[config.mk]
export PLATFORM = sky130hd
export DESIGN_NAME = mwsc_wait_ctrl
export DESIGN_NICKNAME = d
export VERILOG_FILES = /design/src/rtl/mwsc_pkg.sv /design/src/rtl/mwsc_wait_ctrl.sv
export SDC_FILE = /design/constraint.sdc
export NUM_CORES = 1
export LEC_CHECK = 0
export ABC_AREA = 1
export BUFFER_PORTS_ARGS = -buffer_cell sky130_fd_sc_hd__buf_2
export CORE_MARGIN = 5
export CORE_UTILIZATION = 45
export CTS_CLUSTER_DIAMETER = 120
export DETAILED_ROUTE_END_ITERATION = 8
export PLACE_DENSITY = 0.68
export SLEW_MARGIN = 10
export SYNTH_ARGS = -nofsm -noshare
export SYNTH_HDL_FRONTEND = slang
export SYNTH_SLANG_ARGS = --single-unit
[constraint.sdc]
create_clock -name clk_in -period 3.4 [get_ports clk_in]
set_input_delay 0.17 -clock clk_in [delete_from_list [all_inputs] [get_ports clk_in]]
set_output_delay 0.17 -clock clk_in [all_outputs]
set_load 0.02 [all_outputs]
[src/rtl/mwsc_pkg.sv]
package mwsc_pkg;
	// Region codes delivered by the external address decoder
	typedef enum logic [3:0] {
		MWSC_RGN_NONE,
		MWSC_RGN_SMALL_RAM,
		MWSC_RGN_PF0,
		MWSC_RGN_PF1,
		MWSC_RGN_PF2,
		MWSC_RGN_PF3,
		MWSC_RGN_RAM_LOW,
		MWSC_RGN_RAM_HIGH,
		MWSC_RGN_EXT,
		MWSC_RGN_OTP,
		MWSC_RGN_FLASH,
		MWSC_RGN_FLASH_PWD,
		MWSC_RGN_BOOT_ROM
	} mwsc_region_t;

	localparam int          WAIT_W         = 5;
	localparam logic [4:0]  WAIT_ZERO      = 5'h00;
	localparam logic [4:0]  WAIT_ONE       = 5'h01;
	localparam logic [4:0]  WAIT_TWO       = 5'h02;
	localparam logic [4:0]  WAIT_PASSWORD  = 5'h10;
	localparam logic [4:0]  WAIT_MIN_EXT   = 5'h01;
	localparam logic [4:0]  WAIT_MIN_FLASH = 5'h01;
	localparam logic [4:0]  DMA_BASE_COST  = 5'h04;
	localparam logic [4:0]  PF1_WR_HIT     = 5'h01;
	localparam logic [4:0]  ARB_DELAY      = 5'h01;
endpackage : mwsc_pkg

[src/rtl/mwsc_wait_ctrl.sv]
// Operation
// - 32-bit peripheral frame: CPU write 0, read 2 waits; DMA refused; ready stretches.
// - Back-to-back CPU writes to 32-bit peripheral frame add one cycle.
// - 16-bit peripheral frame: write 0, read 2 waits, no stretch, DMA refused.
// - DMA peripheral frame: CPU write 0/read 2; DMA write 0/read 1.
// - Lower four RAM blocks: CPU zero waits, DMA refused.
// - Upper RAM blocks: CPU data 0, program 1 wait; DMA 0 waits.
// - External port waits from timing registers, stretched by external ready.
// - External pin waveforms never use fewer than one wait.
// - External writes finish with zero waits only with buffer enabled and free.
// - Simultaneous CPU and DMA external requests add one arbitration cycle.
// - OTP uses programmed waits, minimum one; DMA refused.
// - Flash paged/random waits at least one, random not below paged; DMA refused.
// - Flash password reads always take sixteen waits.
// - Boot ROM takes exactly one wait; DMA refused.
// - Each DMA word costs four cycles plus region waits.
module mwsc_wait_ctrl (
	input  wire logic                 clk_in,
	input  wire logic                 rst_n_in,
	input  wire logic                 clk_en_in,
	input  wire logic                 cpu_req_in,
	input  wire logic                 cpu_wr_in,
	input  wire logic                 cpu_prog_in,
	input  wire mwsc_pkg::mwsc_region_t cpu_region_in,
	input  wire logic                 dma_req_in,
	input  wire logic                 dma_wr_in,
	input  wire mwsc_pkg::mwsc_region_t dma_region_in,
	input  wire logic                 periph_ready_in,
	input  wire logic                 external_ready_input_in,
	input  wire logic [4:0]           ext_rd_wait_in,
	input  wire logic [4:0]           ext_wr_wait_in,
	input  wire logic                 wbuf_enable_in,
	input  wire logic                 wbuf_full_in,
	input  wire logic [4:0]           otp_wait_in,
	input  wire logic [4:0]           flash_page_wait_in,
	input  wire logic [4:0]           flash_rand_wait_in,
	input  wire logic                 flash_random_in,
	output logic                      cpu_busy_out,
	output logic                      cpu_done_out,
	output logic                      cpu_refused_out,
	output logic                      dma_busy_out,
	output logic                      dma_done_out,
	output logic                      dma_refused_out
);
	typedef enum logic [1:0] {MWSC_IDLE, MWSC_WAIT, MWSC_STRETCH} mwsc_state_t;

	// Waits for one master's access; refused flagged separately
	function automatic logic [4:0] region_wait(input mwsc_pkg::mwsc_region_t rgn, input logic is_dma,
		input logic wr, input logic prog, input logic [4:0] ext_w, input logic [4:0] otp_w,
		input logic [4:0] fl_w);
		logic [4:0] w;
		w = mwsc_pkg::WAIT_ZERO;
		case (rgn)
			mwsc_pkg::MWSC_RGN_PF0:       w = (wr || is_dma) ? mwsc_pkg::WAIT_ZERO : mwsc_pkg::WAIT_ONE;
			mwsc_pkg::MWSC_RGN_PF1:       w = wr ? mwsc_pkg::WAIT_ZERO : mwsc_pkg::WAIT_TWO;
			mwsc_pkg::MWSC_RGN_PF2:       w = wr ? mwsc_pkg::WAIT_ZERO : mwsc_pkg::WAIT_TWO;
			mwsc_pkg::MWSC_RGN_PF3:       w = wr ? mwsc_pkg::WAIT_ZERO :
				(is_dma ? mwsc_pkg::WAIT_ONE : mwsc_pkg::WAIT_TWO);
			mwsc_pkg::MWSC_RGN_RAM_HIGH:  w = (prog && !is_dma) ? mwsc_pkg::WAIT_ONE : mwsc_pkg::WAIT_ZERO;
			mwsc_pkg::MWSC_RGN_EXT:       w = ext_w;
			mwsc_pkg::MWSC_RGN_OTP:       w = otp_w;
			mwsc_pkg::MWSC_RGN_FLASH:     w = fl_w;
			mwsc_pkg::MWSC_RGN_FLASH_PWD: w = mwsc_pkg::WAIT_PASSWORD;
			mwsc_pkg::MWSC_RGN_BOOT_ROM:  w = mwsc_pkg::WAIT_ONE;
			default:                      w = mwsc_pkg::WAIT_ZERO;
		endcase
		return w;
	endfunction : region_wait

	function automatic logic dma_refused(input mwsc_pkg::mwsc_region_t rgn, input logic wr);
		logic r;
		r = 1'b0;
		case (rgn)
			mwsc_pkg::MWSC_RGN_PF0:       r = wr;
			mwsc_pkg::MWSC_RGN_PF1,
			mwsc_pkg::MWSC_RGN_PF2,
			mwsc_pkg::MWSC_RGN_RAM_LOW,
			mwsc_pkg::MWSC_RGN_OTP,
			mwsc_pkg::MWSC_RGN_FLASH,
			mwsc_pkg::MWSC_RGN_FLASH_PWD,
			mwsc_pkg::MWSC_RGN_BOOT_ROM,
			mwsc_pkg::MWSC_RGN_SMALL_RAM,
			mwsc_pkg::MWSC_RGN_NONE:      r = 1'b1;
			default:                      r = 1'b0;
		endcase
		return r;
	endfunction : dma_refused

	function automatic logic [4:0] max5(input logic [4:0] a, input logic [4:0] b);
		return (a > b) ? a : b;
	endfunction : max5

	// Pin inputs synchronised
	logic periph_rdy_s1_ff, periph_rdy_ff, xrdy_s1_ff, xrdy_ff;

	// Programmed wait values clamped to their minimums
	wire logic [4:0] ext_rd_w    = max5(ext_rd_wait_in, mwsc_pkg::WAIT_MIN_EXT);
	wire logic [4:0] ext_wr_pin  = max5(ext_wr_wait_in, mwsc_pkg::WAIT_MIN_EXT);
	wire logic       wbuf_free   = wbuf_enable_in && !wbuf_full_in;
	wire logic [4:0] otp_w       = max5(otp_wait_in, mwsc_pkg::WAIT_MIN_FLASH);
	wire logic [4:0] page_w      = max5(flash_page_wait_in, mwsc_pkg::WAIT_MIN_FLASH);
	wire logic [4:0] rand_w      = max5(flash_rand_wait_in, page_w);
	wire logic [4:0] fl_w        = flash_random_in ? rand_w : page_w;

	// Write buffer absorbs a write only when free
	function automatic logic [4:0] ext_wait(input logic wr, input logic [4:0] rd_w, input logic [4:0] wr_w,
		input logic buf_free);
		return wr ? (buf_free ? mwsc_pkg::WAIT_ZERO : wr_w) : rd_w;
	endfunction : ext_wait

	wire logic [4:0] cpu_ext_w = ext_wait(cpu_wr_in, ext_rd_w, ext_wr_pin, wbuf_free);
	wire logic [4:0] dma_ext_w = ext_wait(dma_wr_in, ext_rd_w, ext_wr_pin, wbuf_free);
	wire logic       ext_clash = cpu_req_in && dma_req_in && cpu_region_in == mwsc_pkg::MWSC_RGN_EXT
		&& dma_region_in == mwsc_pkg::MWSC_RGN_EXT;

	mwsc_state_t cpu_st_ff, dma_st_ff;
	logic [4:0]  cpu_cnt_ff, dma_cnt_ff;
	logic        cpu_stretch_ff, dma_stretch_ff;
	logic        pf1_wr_last_ff;

	wire logic       cpu_start    = clk_en_in && cpu_st_ff == MWSC_IDLE && cpu_req_in;
	wire logic       dma_start    = clk_en_in && dma_st_ff == MWSC_IDLE && dma_req_in;
	wire logic       dma_refuse   = dma_refused(dma_region_in, dma_wr_in);
	wire logic       cpu_pf1_wr   = cpu_region_in == mwsc_pkg::MWSC_RGN_PF1 && cpu_wr_in;
	wire logic [4:0] cpu_base_w   = region_wait(cpu_region_in, 1'b0, cpu_wr_in, cpu_prog_in, cpu_ext_w,
		otp_w, fl_w);
	// CPU loses arbitration on a clash, so the extra cycle lands on the CPU
	wire logic [4:0] cpu_hit      = (cpu_pf1_wr && pf1_wr_last_ff) ? mwsc_pkg::PF1_WR_HIT : mwsc_pkg::WAIT_ZERO;
	wire logic [4:0] cpu_arb      = ext_clash ? mwsc_pkg::ARB_DELAY : mwsc_pkg::WAIT_ZERO;
	wire logic [4:0] nxt_cpu_cnt  = 5'(cpu_base_w + cpu_hit + cpu_arb);
	wire logic [4:0] dma_region_w = region_wait(dma_region_in, 1'b1, dma_wr_in, 1'b0, dma_ext_w, otp_w, fl_w);
	// Base cost counted as busy cycles beyond the issuing one
	wire logic [4:0] nxt_dma_cnt  = 5'(dma_region_w + mwsc_pkg::DMA_BASE_COST - mwsc_pkg::WAIT_ONE);
	wire logic       cpu_rgn_rdy  = (cpu_region_in == mwsc_pkg::MWSC_RGN_PF1) ||
		(cpu_region_in == mwsc_pkg::MWSC_RGN_EXT && !(cpu_wr_in && wbuf_free));
	wire logic       dma_rgn_rdy  = dma_region_in == mwsc_pkg::MWSC_RGN_EXT && !(dma_wr_in && wbuf_free);

	always_ff @(posedge clk_in or negedge rst_n_in) begin
		if (!rst_n_in) begin
			periph_rdy_s1_ff <= 1'b1;
			periph_rdy_ff    <= 1'b1;
			xrdy_s1_ff       <= 1'b1;
			xrdy_ff          <= 1'b1;
		end else if (clk_en_in) begin
			periph_rdy_s1_ff <= periph_ready_in;
			periph_rdy_ff    <= periph_rdy_s1_ff;
			xrdy_s1_ff       <= external_ready_input_in;
			xrdy_ff          <= xrdy_s1_ff;
		end
	end

	// CPU access sequencer; request and region held stable until done
	always_ff @(posedge clk_in or negedge rst_n_in) begin
		if (!rst_n_in) begin
			cpu_st_ff       <= MWSC_IDLE;
			cpu_cnt_ff      <= mwsc_pkg::WAIT_ZERO;
			cpu_stretch_ff  <= 1'b0;
			cpu_busy_out    <= 1'b0;
			cpu_done_out    <= 1'b0;
			cpu_refused_out <= 1'b0;
			pf1_wr_last_ff  <= 1'b0;
		end else if (clk_en_in) begin
			cpu_done_out    <= 1'b0;
			cpu_refused_out <= 1'b0;
			case (cpu_st_ff)
				MWSC_IDLE: begin
					if (cpu_req_in) begin
						cpu_cnt_ff     <= nxt_cpu_cnt;
						cpu_stretch_ff <= cpu_rgn_rdy;
						cpu_busy_out   <= 1'b1;
						pf1_wr_last_ff <= cpu_pf1_wr;
						cpu_st_ff      <= MWSC_WAIT;
					end else begin
						pf1_wr_last_ff <= 1'b0;
					end
				end
				MWSC_WAIT: begin
					if (cpu_cnt_ff != mwsc_pkg::WAIT_ZERO) begin
						cpu_cnt_ff <= 5'(cpu_cnt_ff - mwsc_pkg::WAIT_ONE);
					end else begin
						cpu_st_ff <= MWSC_STRETCH;
					end
				end
				MWSC_STRETCH: begin
					if (!cpu_stretch_ff || (cpu_region_in == mwsc_pkg::MWSC_RGN_PF1 ? periph_rdy_ff : xrdy_ff)) begin
						cpu_busy_out <= 1'b0;
						cpu_done_out <= 1'b1;
						cpu_st_ff    <= MWSC_IDLE;
					end
				end
				default: cpu_st_ff <= MWSC_IDLE;
			endcase
		end
	end

	// DMA access sequencer
	always_ff @(posedge clk_in or negedge rst_n_in) begin
		if (!rst_n_in) begin
			dma_st_ff       <= MWSC_IDLE;
			dma_cnt_ff      <= mwsc_pkg::WAIT_ZERO;
			dma_stretch_ff  <= 1'b0;
			dma_busy_out    <= 1'b0;
			dma_done_out    <= 1'b0;
			dma_refused_out <= 1'b0;
		end else if (clk_en_in) begin
			dma_done_out    <= 1'b0;
			dma_refused_out <= 1'b0;
			case (dma_st_ff)
				MWSC_IDLE: begin
					if (dma_req_in && dma_refuse) begin
						dma_refused_out <= 1'b1;
					end else if (dma_req_in) begin
						dma_cnt_ff     <= nxt_dma_cnt;
						dma_stretch_ff <= dma_rgn_rdy;
						dma_busy_out   <= 1'b1;
						dma_st_ff      <= MWSC_WAIT;
					end
				end
				MWSC_WAIT: begin
					if (dma_cnt_ff != mwsc_pkg::WAIT_ZERO) begin
						dma_cnt_ff <= 5'(dma_cnt_ff - mwsc_pkg::WAIT_ONE);
					end else begin
						dma_st_ff <= MWSC_STRETCH;
					end
				end
				MWSC_STRETCH: begin
					if (!dma_stretch_ff || xrdy_ff) begin
						dma_busy_out <= 1'b0;
						dma_done_out <= 1'b1;
						dma_st_ff    <= MWSC_IDLE;
					end
				end
				default: dma_st_ff <= MWSC_IDLE;
			endcase
		end
	end
endmodule : mwsc_wait_ctrl

==> results of run 1 <==
-- repair_timing --
action | in CTS | in global routing
endpoints found under the setup margin | 0 | 0
endpoints found under the hold margin | 22 | 0
hold buffers | 1 | 0
resized for setup | 0 | 0
setup buffers | 0 | 0
-- cells in the final DEF (no fill, tap or decap), types with 4 or more instances in the layout --
| cell | Yosys | final |
|---|---|---|
| nand2_1 | 92 | 92 |
| inv_1 | 55 | 55 |
| buf_2 | 2 | 50 |
| nor2_1 | 40 | 40 |
| nand3_1 | 32 | 32 |
| a21oi_1 | 23 | 23 |
| dfrtp_1 | 22 | 22 |
| o21ai_0 | 17 | 17 |
| ha_1 | 11 | 11 |
| nand2_2 | 8 | 8 |
| inv_2 | 6 | 6 |
| nand4_1 | 6 | 6 |
| o21ai_1 | 6 | 6 |
| nor2_4 | 5 | 5 |
| nor3_1 | 4 | 4 |
| nand3_2 | 4 | 4 |
| nor2_2 | 4 | 4 |
| o211ai_1 | 4 | 4 |
| o21ai_2 | 4 | 4 |
| clkbuf_8 | 0 | 4 |
| dfstp_2 | 4 | 4 |
-- critical path: cells and delay by family --
| family | cells | cell delay [ps] |
|---|---|---|
| AOI/OAI and AO/OA | 2 | 460 |
| adders and majority gates | 3 | 870 |
| buffers and inverters | 5 | 350 |
| and+or+nand+nor | 9 | 720 |
-- area by class of cell --
type | count | area [sq um]
repair buffers | 51 | 260
multi-input cells | 284 | 1520
clock buffers | 4 | 55.1
inverters | 61 | 229
fillers | 555 | 2360
well taps | 70 | 87.6
flip-flops and latches | 26 | 656
-- worst paths after layout --
path                                       start                to  slack (ps)  cells past startpoint
setup / recovery           flash_page_wait_in[1]     cpu_cnt_ff[4]         990                     19
hold / removal                   periph_ready_in  periph_rdy_s1_ff         100                      3
setup reg to reg                   cpu_cnt_ff[0]     cpu_cnt_ff[3]        1580                      8
hold reg to reg                       xrdy_s1_ff        xrdy_s1_ff         470                      2
max in group asynchronous               rst_n_in     dma_cnt_ff[0]        2560                      2
min in group asynchronous               rst_n_in     cpu_cnt_ff[4]         430                      2
-- through the flow --
stage                     hold WS [ps]  std cells  cell area [sq um]  utilization
final                             95.3        496               2810        0.543
after CTS                         84.9        496               2810        0.543
after floorplan                   -126        376               2440            -
after global placement             210        491               2740        0.530
after global routing              92.8        496               2810        0.543
after detailed placement           209        491               2740        0.530
-- logic make-up (layout without fill, tap and decap cells) --
group | Yosys count | count (layout) | synth area share
AO/OA/AOI/OAI | 70 | 70 | 0.174
XOR/XNOR | 3 | 3 | 0.0108
adder cells (fa/ha/maj) | 12 | 12 | 0.0646
buffers and inverters | 66 | 116 | 0.109
flip-flops | 26 | 26 | 0.269
other | 1 | 1 | 0.00154
AND/OR/NAND/NOR | 198 | 198 | 0.372
-- metal layers --
layer,up-vias,part of all wire,global-route usage
met2,53,0.49,0.320
met4,0,0.0023,0.0365
li1,1326,-,-
met5,-,0,0
met1,1167,0.46,0.228
met3,2,0.038,0.0306
-- state kept, by name, summed over array words and instances (netlist names) --
signal	flops
dma_done_out	1
cpu_done_out	1
dma_st_ff	2
dma_busy_out	1
pf1_wr_last_ff	1
periph_rdy_ff	1
xrdy_ff	1
dma_stretch_ff	1
cpu_busy_out	1
dma_cnt_ff	5
xrdy_s1_ff	1
periph_rdy_s1_ff	1
dma_refused_out	1
cpu_cnt_ff	5
cpu_st_ff	2
cpu_stretch_ff	1
-- power by group --
group	internal (mW)	switching, mW	total [mW]	leakage (nW)
combinational	0.259	0.472	0.731	1.14
clock	0.103	0.0936	0.197	0.0288
sequential	0.426	0.0778	0.504	0.315
total	0.789	0.644	1.43	1.49
==> out/metrics.yaml, run 1 <==
cts_tree: "built"
ys_ff_latch: 26
final.period_utilization: 0.709
drive_gt1_frac: 0.214
synth.most_common_cell: "nand2_1"
syn_inst: 376
worstSkewPairLatency_ps: 270
worst-setup-path-type: "input pin to flip-flop"
seq_area_frac_synth: 0.269
initial_core_util: 0.472
max-slew-margin-rel: 0.595
avgSynthCellArea_sq_um: 6.49
power_leakage_nw: 1.49
setup_violations: 0
drc: 0
die_x_um: 83.7
end_kind: "flip-flop"
max_freq_mhz: 415
clk_transition_reported_paths_ps: 90
rsz0062_at_grt: "false"
fin_nets: 485
holdCritPathClass: "input pin to flip-flop"
cts.sinks: 26
cp_slowest_cell: "fa_1"
drv_slew: 0
grt_max_degree: 27
setup_ws_ps: 990
ios: 52
grt_pass1_wl_um: 10800
synth.net_count: 434
ant_nets: 0
status: "complete, no violations"
place_ws_ps: 708
finalClockSkew_ps: 2.07
yosysTopAreaCellShare: 0.226
dp_hpwl_um: 4990
dieArea_sq_um: 7000
vias: 2548
clk_path_buf_depth: 2
synth-async-reset-ratio: 1.00
wl_per_cell_um: 12.5
routed_wl_um: 6180
path_cells: "buf_2 > inv_1 > a31oi_1 > inv_1 > ha_1 > a21oi_2 > nand2_2 > nand2_1 > nand3_1 > nand3_1 > inv_1 > fa_1 > inv_1 > ha_1 > nand3_1 > nand2_1 > nand3_1 > nand2_1 > nand2_1"
synth_commonest_cells: "92 x nand2_1, 55 x inv_1, 40 x nor2_1"
maxCapViolCount: 0
antenna_cells: 0
tns_ps: 0
synthDistinctLibCells: 41
tightestPinTransition_ps: 608
netlist_area_sq_um: 2440
period_needed_ps: 2410
ctsHtreeMaxLevel: 1
firstDrtPassIters: 5
yosysTopAreaCell: "dfrtp_1"
critPathLaunchType: "input pin"
grt-ovfl-total: 0
synth_ff_type: "dfrtp_1"
grt_usage: 0.180
p_per_area_nw_per_um2: 510
max_stage_delay_ps: 380
required_ps: 3570
syn_to_final_growth_pct: 15.0
finalHoldViolations: 0
drt-initial-drc-count: 135
port_buffers: 50
die_height_um: 83.7
cts_buffers: 3
root_buffer: "clkbuf_8"
viasPerCell: 5.14
netlist_top_cells_area: "dfrtp_1 23%, nand2_1 14%, inv_1 8.5%"
cp_max_fo: 6
yosysWarnings: 0
rows: 26
coreArea_sq_um: 5170
antenna_found_initial: 0
first_global_vias: 2527
ir_worst_vdd_mv: 0.267
synth_edf_count: 0
place.gp.congestion: 0.916
total_power_mw: 1.43
cp.arrival_ps: 2580
No activity file was read; power rests on OpenSTA's default activity.
==> run 2: changes to the inputs <==
--- a/config.mk
+++ b/config.mk
@@ -5,7 +5,7 @@
 export SDC_FILE = /design/constraint.sdc
 export NUM_CORES = 1
 export LEC_CHECK = 0
-export ABC_AREA = 1
+export ABC_AREA = 0
 export BUFFER_PORTS_ARGS = -buffer_cell sky130_fd_sc_hd__buf_2
 export CORE_MARGIN = 5
 export CORE_UTILIZATION = 45
==> constraint.sdc (replaced) <==
create_clock -name clk_in -period 2.5 [get_ports clk_in]
set_input_delay 0.125 -clock clk_in [delete_from_list [all_inputs] [get_ports clk_in]]
set_output_delay 0.125 -clock clk_in [all_outputs]
set_load 0.02 [all_outputs]
==> run 2 against run 1 <==
Largest cell class unchanged. Critical endpoint unchanged. Utilization up 5.6 points. Sequential cell count unchanged. Clock power up 79%. Power up 34%. Global-route usage up 2.0 points. The run now ends with negative setup slack left. Area after synthesis up 1.5%. Critical path type unchanged. Worst hold slack worse by 16 ps. Count of clock-buffer cells in the layout down 1.
==> out/metrics.yaml, run 2 <==
dp_hpwl_um: 5580  # was 4990 um
setup_ws_ps: -219  # was 990 ps
drc: 0  # unchanged
total_power_mw: 1.93  # was 1.43 mW
ys_ff_latch: 26  # unchanged
place_ws_ps: -567  # was 708 ps
yosysWarnings: 0  # unchanged
holdCritPathClass: "input pin to flip-flop"  # unchanged
critPathLaunchType: "input pin"  # unchanged
required_ps: 2710  # was 3570 ps
cp.arrival_ps: 2920  # was 2580 ps
syn_to_final_growth_pct: 31.4  # was 15.0%
synthDistinctLibCells: 68  # was 41
wl_per_cell_um: 15.7  # was 12.5 um
syn_inst: 305  # was 376
vias: 2635  # was 2548
setup_violations: 2  # was 0
clk_path_buf_depth: 2  # unchanged
worst-setup-path-type: "input pin to flip-flop"  # unchanged
final_cells: 453  # was 496
cp_max_fo: 4  # was 6
ctsHtreeMaxLevel: 1  # unchanged
max_stage_delay_ps: 370  # was 380 ps
grt_usage: 0.200  # was 0.180
grt-ovfl-total: 0  # unchanged
drv_slew: 0  # unchanged
maxCapViolCount: 0  # unchanged
avgSynthCellArea_sq_um: 8.13  # was 6.49 sq um
synth.most_common_cell: "nand2_1"  # unchanged
viasPerCell: 5.82  # was 5.14
cp_slowest_cell: "fa_2"  # was fa_1
n_fill_cell: 518  # was 555
synth_ff_type: "dfrtp_1"  # unchanged
reg_top3: "cpu_cnt_ff (5), dma_cnt_ff (5)"  # unchanged
die_height_um: 84.2  # was 83.7 um
worstSkewPairLatency_ps: 270  # about the same
antenna_cells: 0  # unchanged
grt_max_degree: 27  # unchanged
max_freq_mhz: 368
die_x_um: 84.2  # was 83.7 um
cts_tree: "built"  # unchanged
coreArea_sq_um: 5440  # was 5170 sq um
finalClockSkew_ps: 8.95  # was 2.07 ps
tightestPinTransition_ps: 685  # was 608 ps
rows: 27  # was 26
status: "finished, violations left"  # was complete, no violations
seq_area_frac_synth: 0.265  # was 0.269
final.period_utilization: 1.09
drive_gt1_frac: 0.339  # was 0.214
failed_checks: "negative setup slack"
first_global_vias: 2563  # was 2527
final_common_cell: "buf_2"  # was nand2_1
antenna_found_initial: 0  # unchanged
path_cells: "buf_8 > inv_4 > a41o_1 > ha_4 > or2_1 > a21o_1 > mux2i_2 > o22ai_1 > a311oi_2 > fa_2 > inv_2 > ha_4 > nand3_2 > a211o_1 > o221ai_2 > o21ai_1 > xor2_1 > o21ai_1"  # was buf_2 > inv_1 > a31oi_1 > inv_1 > ha_1 > a21oi_2 > nand2_2 > nand2_1 > nand3_1 > nand3_1 > inv_1 > fa_1 > inv_1 > ha_1 > nand3_1 > nand2_1 > nand3_1 > nand2_1 > nand2_1
drt-initial-drc-count: 153  # was 135
synth_edf_count: 0  # unchanged
period_needed_ps: 2720
p_per_area_nw_per_um2: 591  # was 510 nW/um^2
dieArea_sq_um: 7090  # was 7000 sq um
fin_nets: 440  # was 485
place.gp.congestion: 0.912  # was 0.916
root_buffer: "clkbuf_8"  # unchanged
initial_core_util: 0.456  # was 0.472
netlist_area_sq_um: 2480  # was 2440 sq um
routed_wl_um: 7120  # was 6180 um
ir_worst_vdd_mv: 0.356  # was 0.267 mV
power_leakage_nw: 1.38  # was 1.49 nW
cts.sinks: 26  # unchanged
rsz0062_at_grt: "true"  # was false
clk_transition_reported_paths_ps: 100  # was 90 ps
min_path_cells: 2  # was 3
synth_commonest_cells: "29 x nand2_1, 22 x dfrtp_1, 21 x nor2_1"  # was 92 x nand2_1, 55 x inv_1, 40 x nor2_1
synth.net_count: 363  # was 434
synth-async-reset-ratio: 1.00  # unchanged
finalHoldViolations: 0  # unchanged
firstDrtPassIters: 4  # was 5
ios: 52  # unchanged
max-slew-margin-rel: 0.532  # was 0.595
r2r_cells: 8  # unchanged
place_inst: 445  # was 491
yosysTopAreaCellShare: 0.222  # was 0.226
end_kind: "flip-flop"  # unchanged
yosysTopAreaCell: "dfrtp_1"  # unchanged
netlist_top_cells_area: "dfrtp_1 22%, ha_1 5.6%, nand2_1 4.4%"  # was dfrtp_1 23%, nand2_1 14%, inv_1 8.5%
port_buffers: 50  # unchanged
grt_pass1_wl_um: 12000  # was 10800 um
most-common-layout-cells: "45 x buf_2, 37 x buf_4, 29 x nand2_1"  # was 92 x nand2_1, 55 x inv_1, 50 x buf_2
cts_buffers: 3  # unchanged
ant_nets: 0  # unchanged
## run 2: cell count changes in the layout (fill, tap and decap cells not counted), moves of 12 or more
cell and delta:
a21oi_1 -12, buf_4 +37, inv_1 -42, nand2_1 -63
nand3_1 -25, nor2_1 -19, nor2b_1 +12
## run 2: path summary, 6_finish.rpt
kind                                       start          endpoint  slack (ps)
setup / recovery           flash_page_wait_in[3]     cpu_cnt_ff[4]        -220
hold / removal                   periph_ready_in  periph_rdy_s1_ff          80
setup reg to reg                   dma_cnt_ff[0]     dma_cnt_ff[3]         390
hold reg to reg                   dma_stretch_ff    dma_stretch_ff         500
max in group asynchronous               rst_n_in      dma_st_ff[1]        1720
min in group asynchronous               rst_n_in    pf1_wr_last_ff         380
## run 2: power breakdown
part | switching (mW) | internal, mW | leakage [nW]
clock network | 0.139 | 0.214 | 0.0357
logic | 0.499 | 0.381 | 1.02
registers | 0.138 | 0.556 | 0.320
total | 0.775 | 1.15 | 1.38
## run 2: per-stage QoR
step	hold slack (ps)	cell area, sq um	util	TNS [ps]
after global routing	72.3	3260	0.599	-816
after CTS	76.3	3240	0.595	-330
after global placement	161	3090	0.569	-1620
after detailed placement	165	3090	0.569	-2180
after floorplan	-171	2590	-	-568
final	79.3	3260	0.599	-373
## run 2: cell families after synthesis
kind of cell             Yosys count  synth area share
AND/OR/NAND/NOR                  118             0.261
AO/OA/AOI/OAI                     97             0.280
buffers and inverters             35            0.0651
flip-flops                        26             0.265
adder cells (fa/ha/maj)           12            0.0636
multiplexers                      11            0.0464
XOR/XNOR                           5            0.0177
other                              1           0.00151
## run 2: timing repair
| action | 4_1_cts | 5_1_grt |
|---|---|---|
| resized for setup | 12 | 3 |
| endpoints found under the setup margin | 4 | 4 |
| pin swaps | 4 | 3 |
| hold endpoints to repair | 22 | 0 |
| hold buffers | 1 | 0 |
| gates cloned | 0 | 0 |
| buffers inserted | 3 | 0 |
## run 2: cell type report
cell class / count / area (sq um) / share of cell area
inverter: 20 / 95.1 / 0.0292
clock inverter: 1 / 30.0 / 0.00922
sequential: 26 / 656 / 0.201
tap: 72 / 90.1 / 0.0276
multi-input combinational: 244 / 1780 / 0.545
clock buffer: 3 / 41.3 / 0.0127
timing repair buffer: 87 / 569 / 0.175
## run 2: metal layers
metal	part of all wire	wire, um	vias up	GRT usage
li1	-	-	1300	-
met1	0.45	3220	1237	0.280
met2	0.48	3410	82	0.327
met3	0.051	362	16	0.0226
met4	0.018	130	0	0.0556
met5	0	0	-	0
## run 2: critical path: cells and delay by family
kind	cells	cell delay (ps)
muxes	1	170
xor gates and xnor gates	1	170
adders and majority gates	3	690
AOI/OAI and AO/OA	8	1270
buffers and inverters	3	220
and+or+nand+nor	2	310
==> run 3: changes to the inputs <==
--- a/config.mk
+++ b/config.mk
@@ -11,6 +11,7 @@
 export CORE_UTILIZATION = 45
 export CTS_CLUSTER_DIAMETER = 120
 export DETAILED_ROUTE_END_ITERATION = 8
+export GPL_TIMING_DRIVEN = 0
 export PLACE_DENSITY = 0.68
 export SLEW_MARGIN = 10
 export SYNTH_ARGS = -nofsm -noshare
==> constraint.sdc (replaced) <==
create_clock -name clk_in -period 2.5 [get_ports clk_in]
set_input_delay 0.125 -clock clk_in [delete_from_list [all_inputs] [get_ports clk_in]]
set_output_delay 0.125 -clock clk_in [all_outputs]
set_load 0.005 [all_outputs]
==> run 3 against run 2 <==
Combinational power down 2.3%. Count of clock-buffer cells in the layout up 1. The run still ends with negative setup slack left. Largest power group unchanged. First-iteration DRC count down 16%. Register-to-register slack better by 40 ps. Worst hold slack better by 2.5 ps. Final cell count down 2.6%. Sequential share of layout area up 0.58 points. Clock skew down 7.8 ps.
==> out/metrics.yaml, run 3 (synthesized netlist as in run 2, its figures left out) <==
status: "finished, violations left"  # unchanged
failed_checks: "negative setup slack"  # unchanged
die_x_um: 84.2  # unchanged
root_buffer: "clkbuf_8"  # unchanged
rr_startpoint: "cpu_cnt_ff[0]"  # was dma_cnt_ff[0]
r2r-end: "cpu_cnt_ff[3]"  # was dma_cnt_ff[3]
vias: 2575  # was 2635
p_clk_frac: 0.139  # was 0.183
final_cells: 441  # was 453
setup_ws_ps: -295  # was -219 ps
finalClockSkew_ps: 1.14  # was 8.95 ps
place_ws_ps: -981  # was -567 ps
syn_to_final_growth_pct: 27.8  # was 31.4%
n_fill_cell: 514  # was 518
combPwrFrac: 0.478  # was 0.457
cp.arrival_ps: 2950  # was 2920 ps
critPathLaunchType: "input pin"  # unchanged
worstSkewPairLatency_ps: 270  # about the same
dp_hpwl_um: 5230  # was 5580 um
switching_power_uw: 751  # was 775 uW
routed_wl_um: 6940  # was 7120 um
worst-setup-path-type: "input pin to flip-flop"  # unchanged
most-common-layout-cells: "45 x buf_2, 29 x nand2_1, 22 x dfrtp_1"  # was 45 x buf_2, 37 x buf_4, 29 x nand2_1
first_global_vias: 2629  # was 2563
finalHoldViolations: 0  # unchanged
seq_power_share: 0.383  # was 0.360
maxCapViolCount: 0  # unchanged
antenna_cells: 0  # unchanged
detailed_place.area_sq_um: 2920  # was 3090 sq um
setup_violations: 3  # was 2
required_ps: 2660  # was 2710 ps
drive_gt1_frac: 0.314  # was 0.339
antenna_found_initial: 0  # unchanged
cp_max_fo: 4  # unchanged
grt_max_degree: 27  # unchanged
max_freq_mhz: 358  # was 368 MHz
period_needed_ps: 2790  # was 2720 ps
port_buffers: 47  # was 50
register_area_sq_um: 656  # unchanged
grt-ovfl-total: 0  # unchanged
clk_transition_reported_paths_ps: 90  # was 100 ps
hold_ws_ps: 81.8  # was 79.3 ps
power_leakage_nw: 1.32  # was 1.38 nW
tightestPinTransition_ps: 748  # was 685 ps
rsz0062_at_grt: "true"  # unchanged
viasPerCell: 5.84  # was 5.82
r2r_setup_slack_ps: 430  # was 390 ps
end_kind: "flip-flop"  # unchanged
max-slew-margin-rel: 0.488  # was 0.532
drv_slew: 0  # unchanged
fin_nets: 428  # was 440
p_int_mw: 1.05  # was 1.15 mW
cts_tree: "built"  # unchanged
holdCritPathClass: "input pin to flip-flop"  # unchanged
cts.sinks: 26  # unchanged
total_power_mw: 1.80  # was 1.93 mW
final_util: 0.582  # was 0.599
ctsHtreeMaxLevel: 1  # unchanged
grt_usage: 0.202  # was 0.200
firstDrtPassIters: 4  # unchanged
grt_pass1_wl_um: 12000  # about the same
min_path_cells: 2  # unchanged
p_sw_frac: 0.418  # was 0.403
place_inst: 424  # was 445
ir_worst_vdd_mv: 0.311  # was 0.356 mV
dieArea_sq_um: 7090  # unchanged
cts_buffers: 3  # unchanged
final_common_cell: "buf_2"  # unchanged
p_per_area_nw_per_um2: 568  # was 591 nW/um^2
ant_nets: 0  # unchanged
clk_path_buf_depth: 2  # unchanged
final.period_utilization: 1.12  # was 1.09
initial_core_util: 0.456  # unchanged
coreArea_sq_um: 5440  # unchanged
reg_top3: "cpu_cnt_ff (5), dma_cnt_ff (5)"  # unchanged
multiInputGateArea_sq_um: 1790  # was 1780 sq um
hold-path-endpoint: "xrdy_s1_ff"  # was periph_rdy_s1_ff
drc: 0  # unchanged
wl_per_cell_um: 15.7  # about the same
ios: 52  # unchanged
design_area_sq_um: 3170  # was 3260 sq um
drt-initial-drc-count: 129  # was 153
min_from: "external_ready_input_in"  # was periph_ready_in
tns_ps: -738  # was -373 ps
die_height_um: 84.2  # unchanged
r2r_cells: 8  # unchanged
rows: 27  # unchanged
place.gp.congestion: 0.928  # was 0.912
==> run 3: cell count changes in the layout (fill, tap and decap cells not counted), moves of 2 or more <==
cell      delta
buf_4       -22
buf_6        +5
clkbuf_1     +5
o22ai_1      -2
o22ai_2      +2
==> run 3: area by class of cell <==
cell class,count,area share
timing repair buffer,61,0.129
inverter,20,0.0308
clock buffer,4,0.0142
sequential,26,0.207
buffer,14,0.0237
multi-input combinational,244,0.567
tap,72,0.0284
==> run 3: worst max path at each step <==
| stage | from | to | slack, ps | cells after the start |
|---|---|---|---|---|
| finish | flash_page_wait_in[3] | cpu_cnt_ff[4] | -290 | 19 |
| global route | flash_page_wait_in[3] | cpu_cnt_ff[4] | -460 | 19 |
| detailed placement | flash_page_wait_in[2] | cpu_cnt_ff[4] | -980 | 19 |
| global placement | flash_page_wait_in[2] | cpu_cnt_ff[4] | -990 | 19 |
| floorplan | flash_page_wait_in[2] | cpu_cnt_ff[4] | -370 | 18 |
| CTS | flash_page_wait_in[4] | cpu_cnt_ff[4] | -340 | 19 |
==> run 3: per-layer routing <==
layer	track usage	wire (um)
met1	0.274	3180
met2	0.331	3240
met3	0.0245	349
met4	0.0687	171
met5	0	0
==> run 3: power by group through the flow <==
stage                     combinational [mW]  sequential [mW]  clock (mW)
final                                  0.860            0.689       0.250
after global routing                   0.985            0.713       0.270
after CTS                              0.839            0.686       0.249
after detailed placement               0.799            0.694           0
after global placement                 0.782            0.690           0
after floorplan                        0.591            0.662           0
==> run 3: worst max-delay path: stages <==
cell      delay (ps)
buf_8             80
inv_6             30
a41o_1           250
ha_1             300
inv_2             50
o21ai_4          150
a21o_1           150
mux2i_2          300
o22ai_2          130
a311oi_2         250
fa_2             270
inv_2             50
ha_4             170
nand3_2           60
a211o_1          110
o221ai_2         110
o21ai_1          130
xor2_1           160
o21ai_1           70
==> run 3: repair_timing <==
action,in CTS,in global routing
hold endpoints to repair,22,0
gates resized for setup,26,4
hold buffers,1,0
endpoints found under the setup margin,6,5
pin swaps,16,11
setup buffers,8,5
gates cloned,0,0
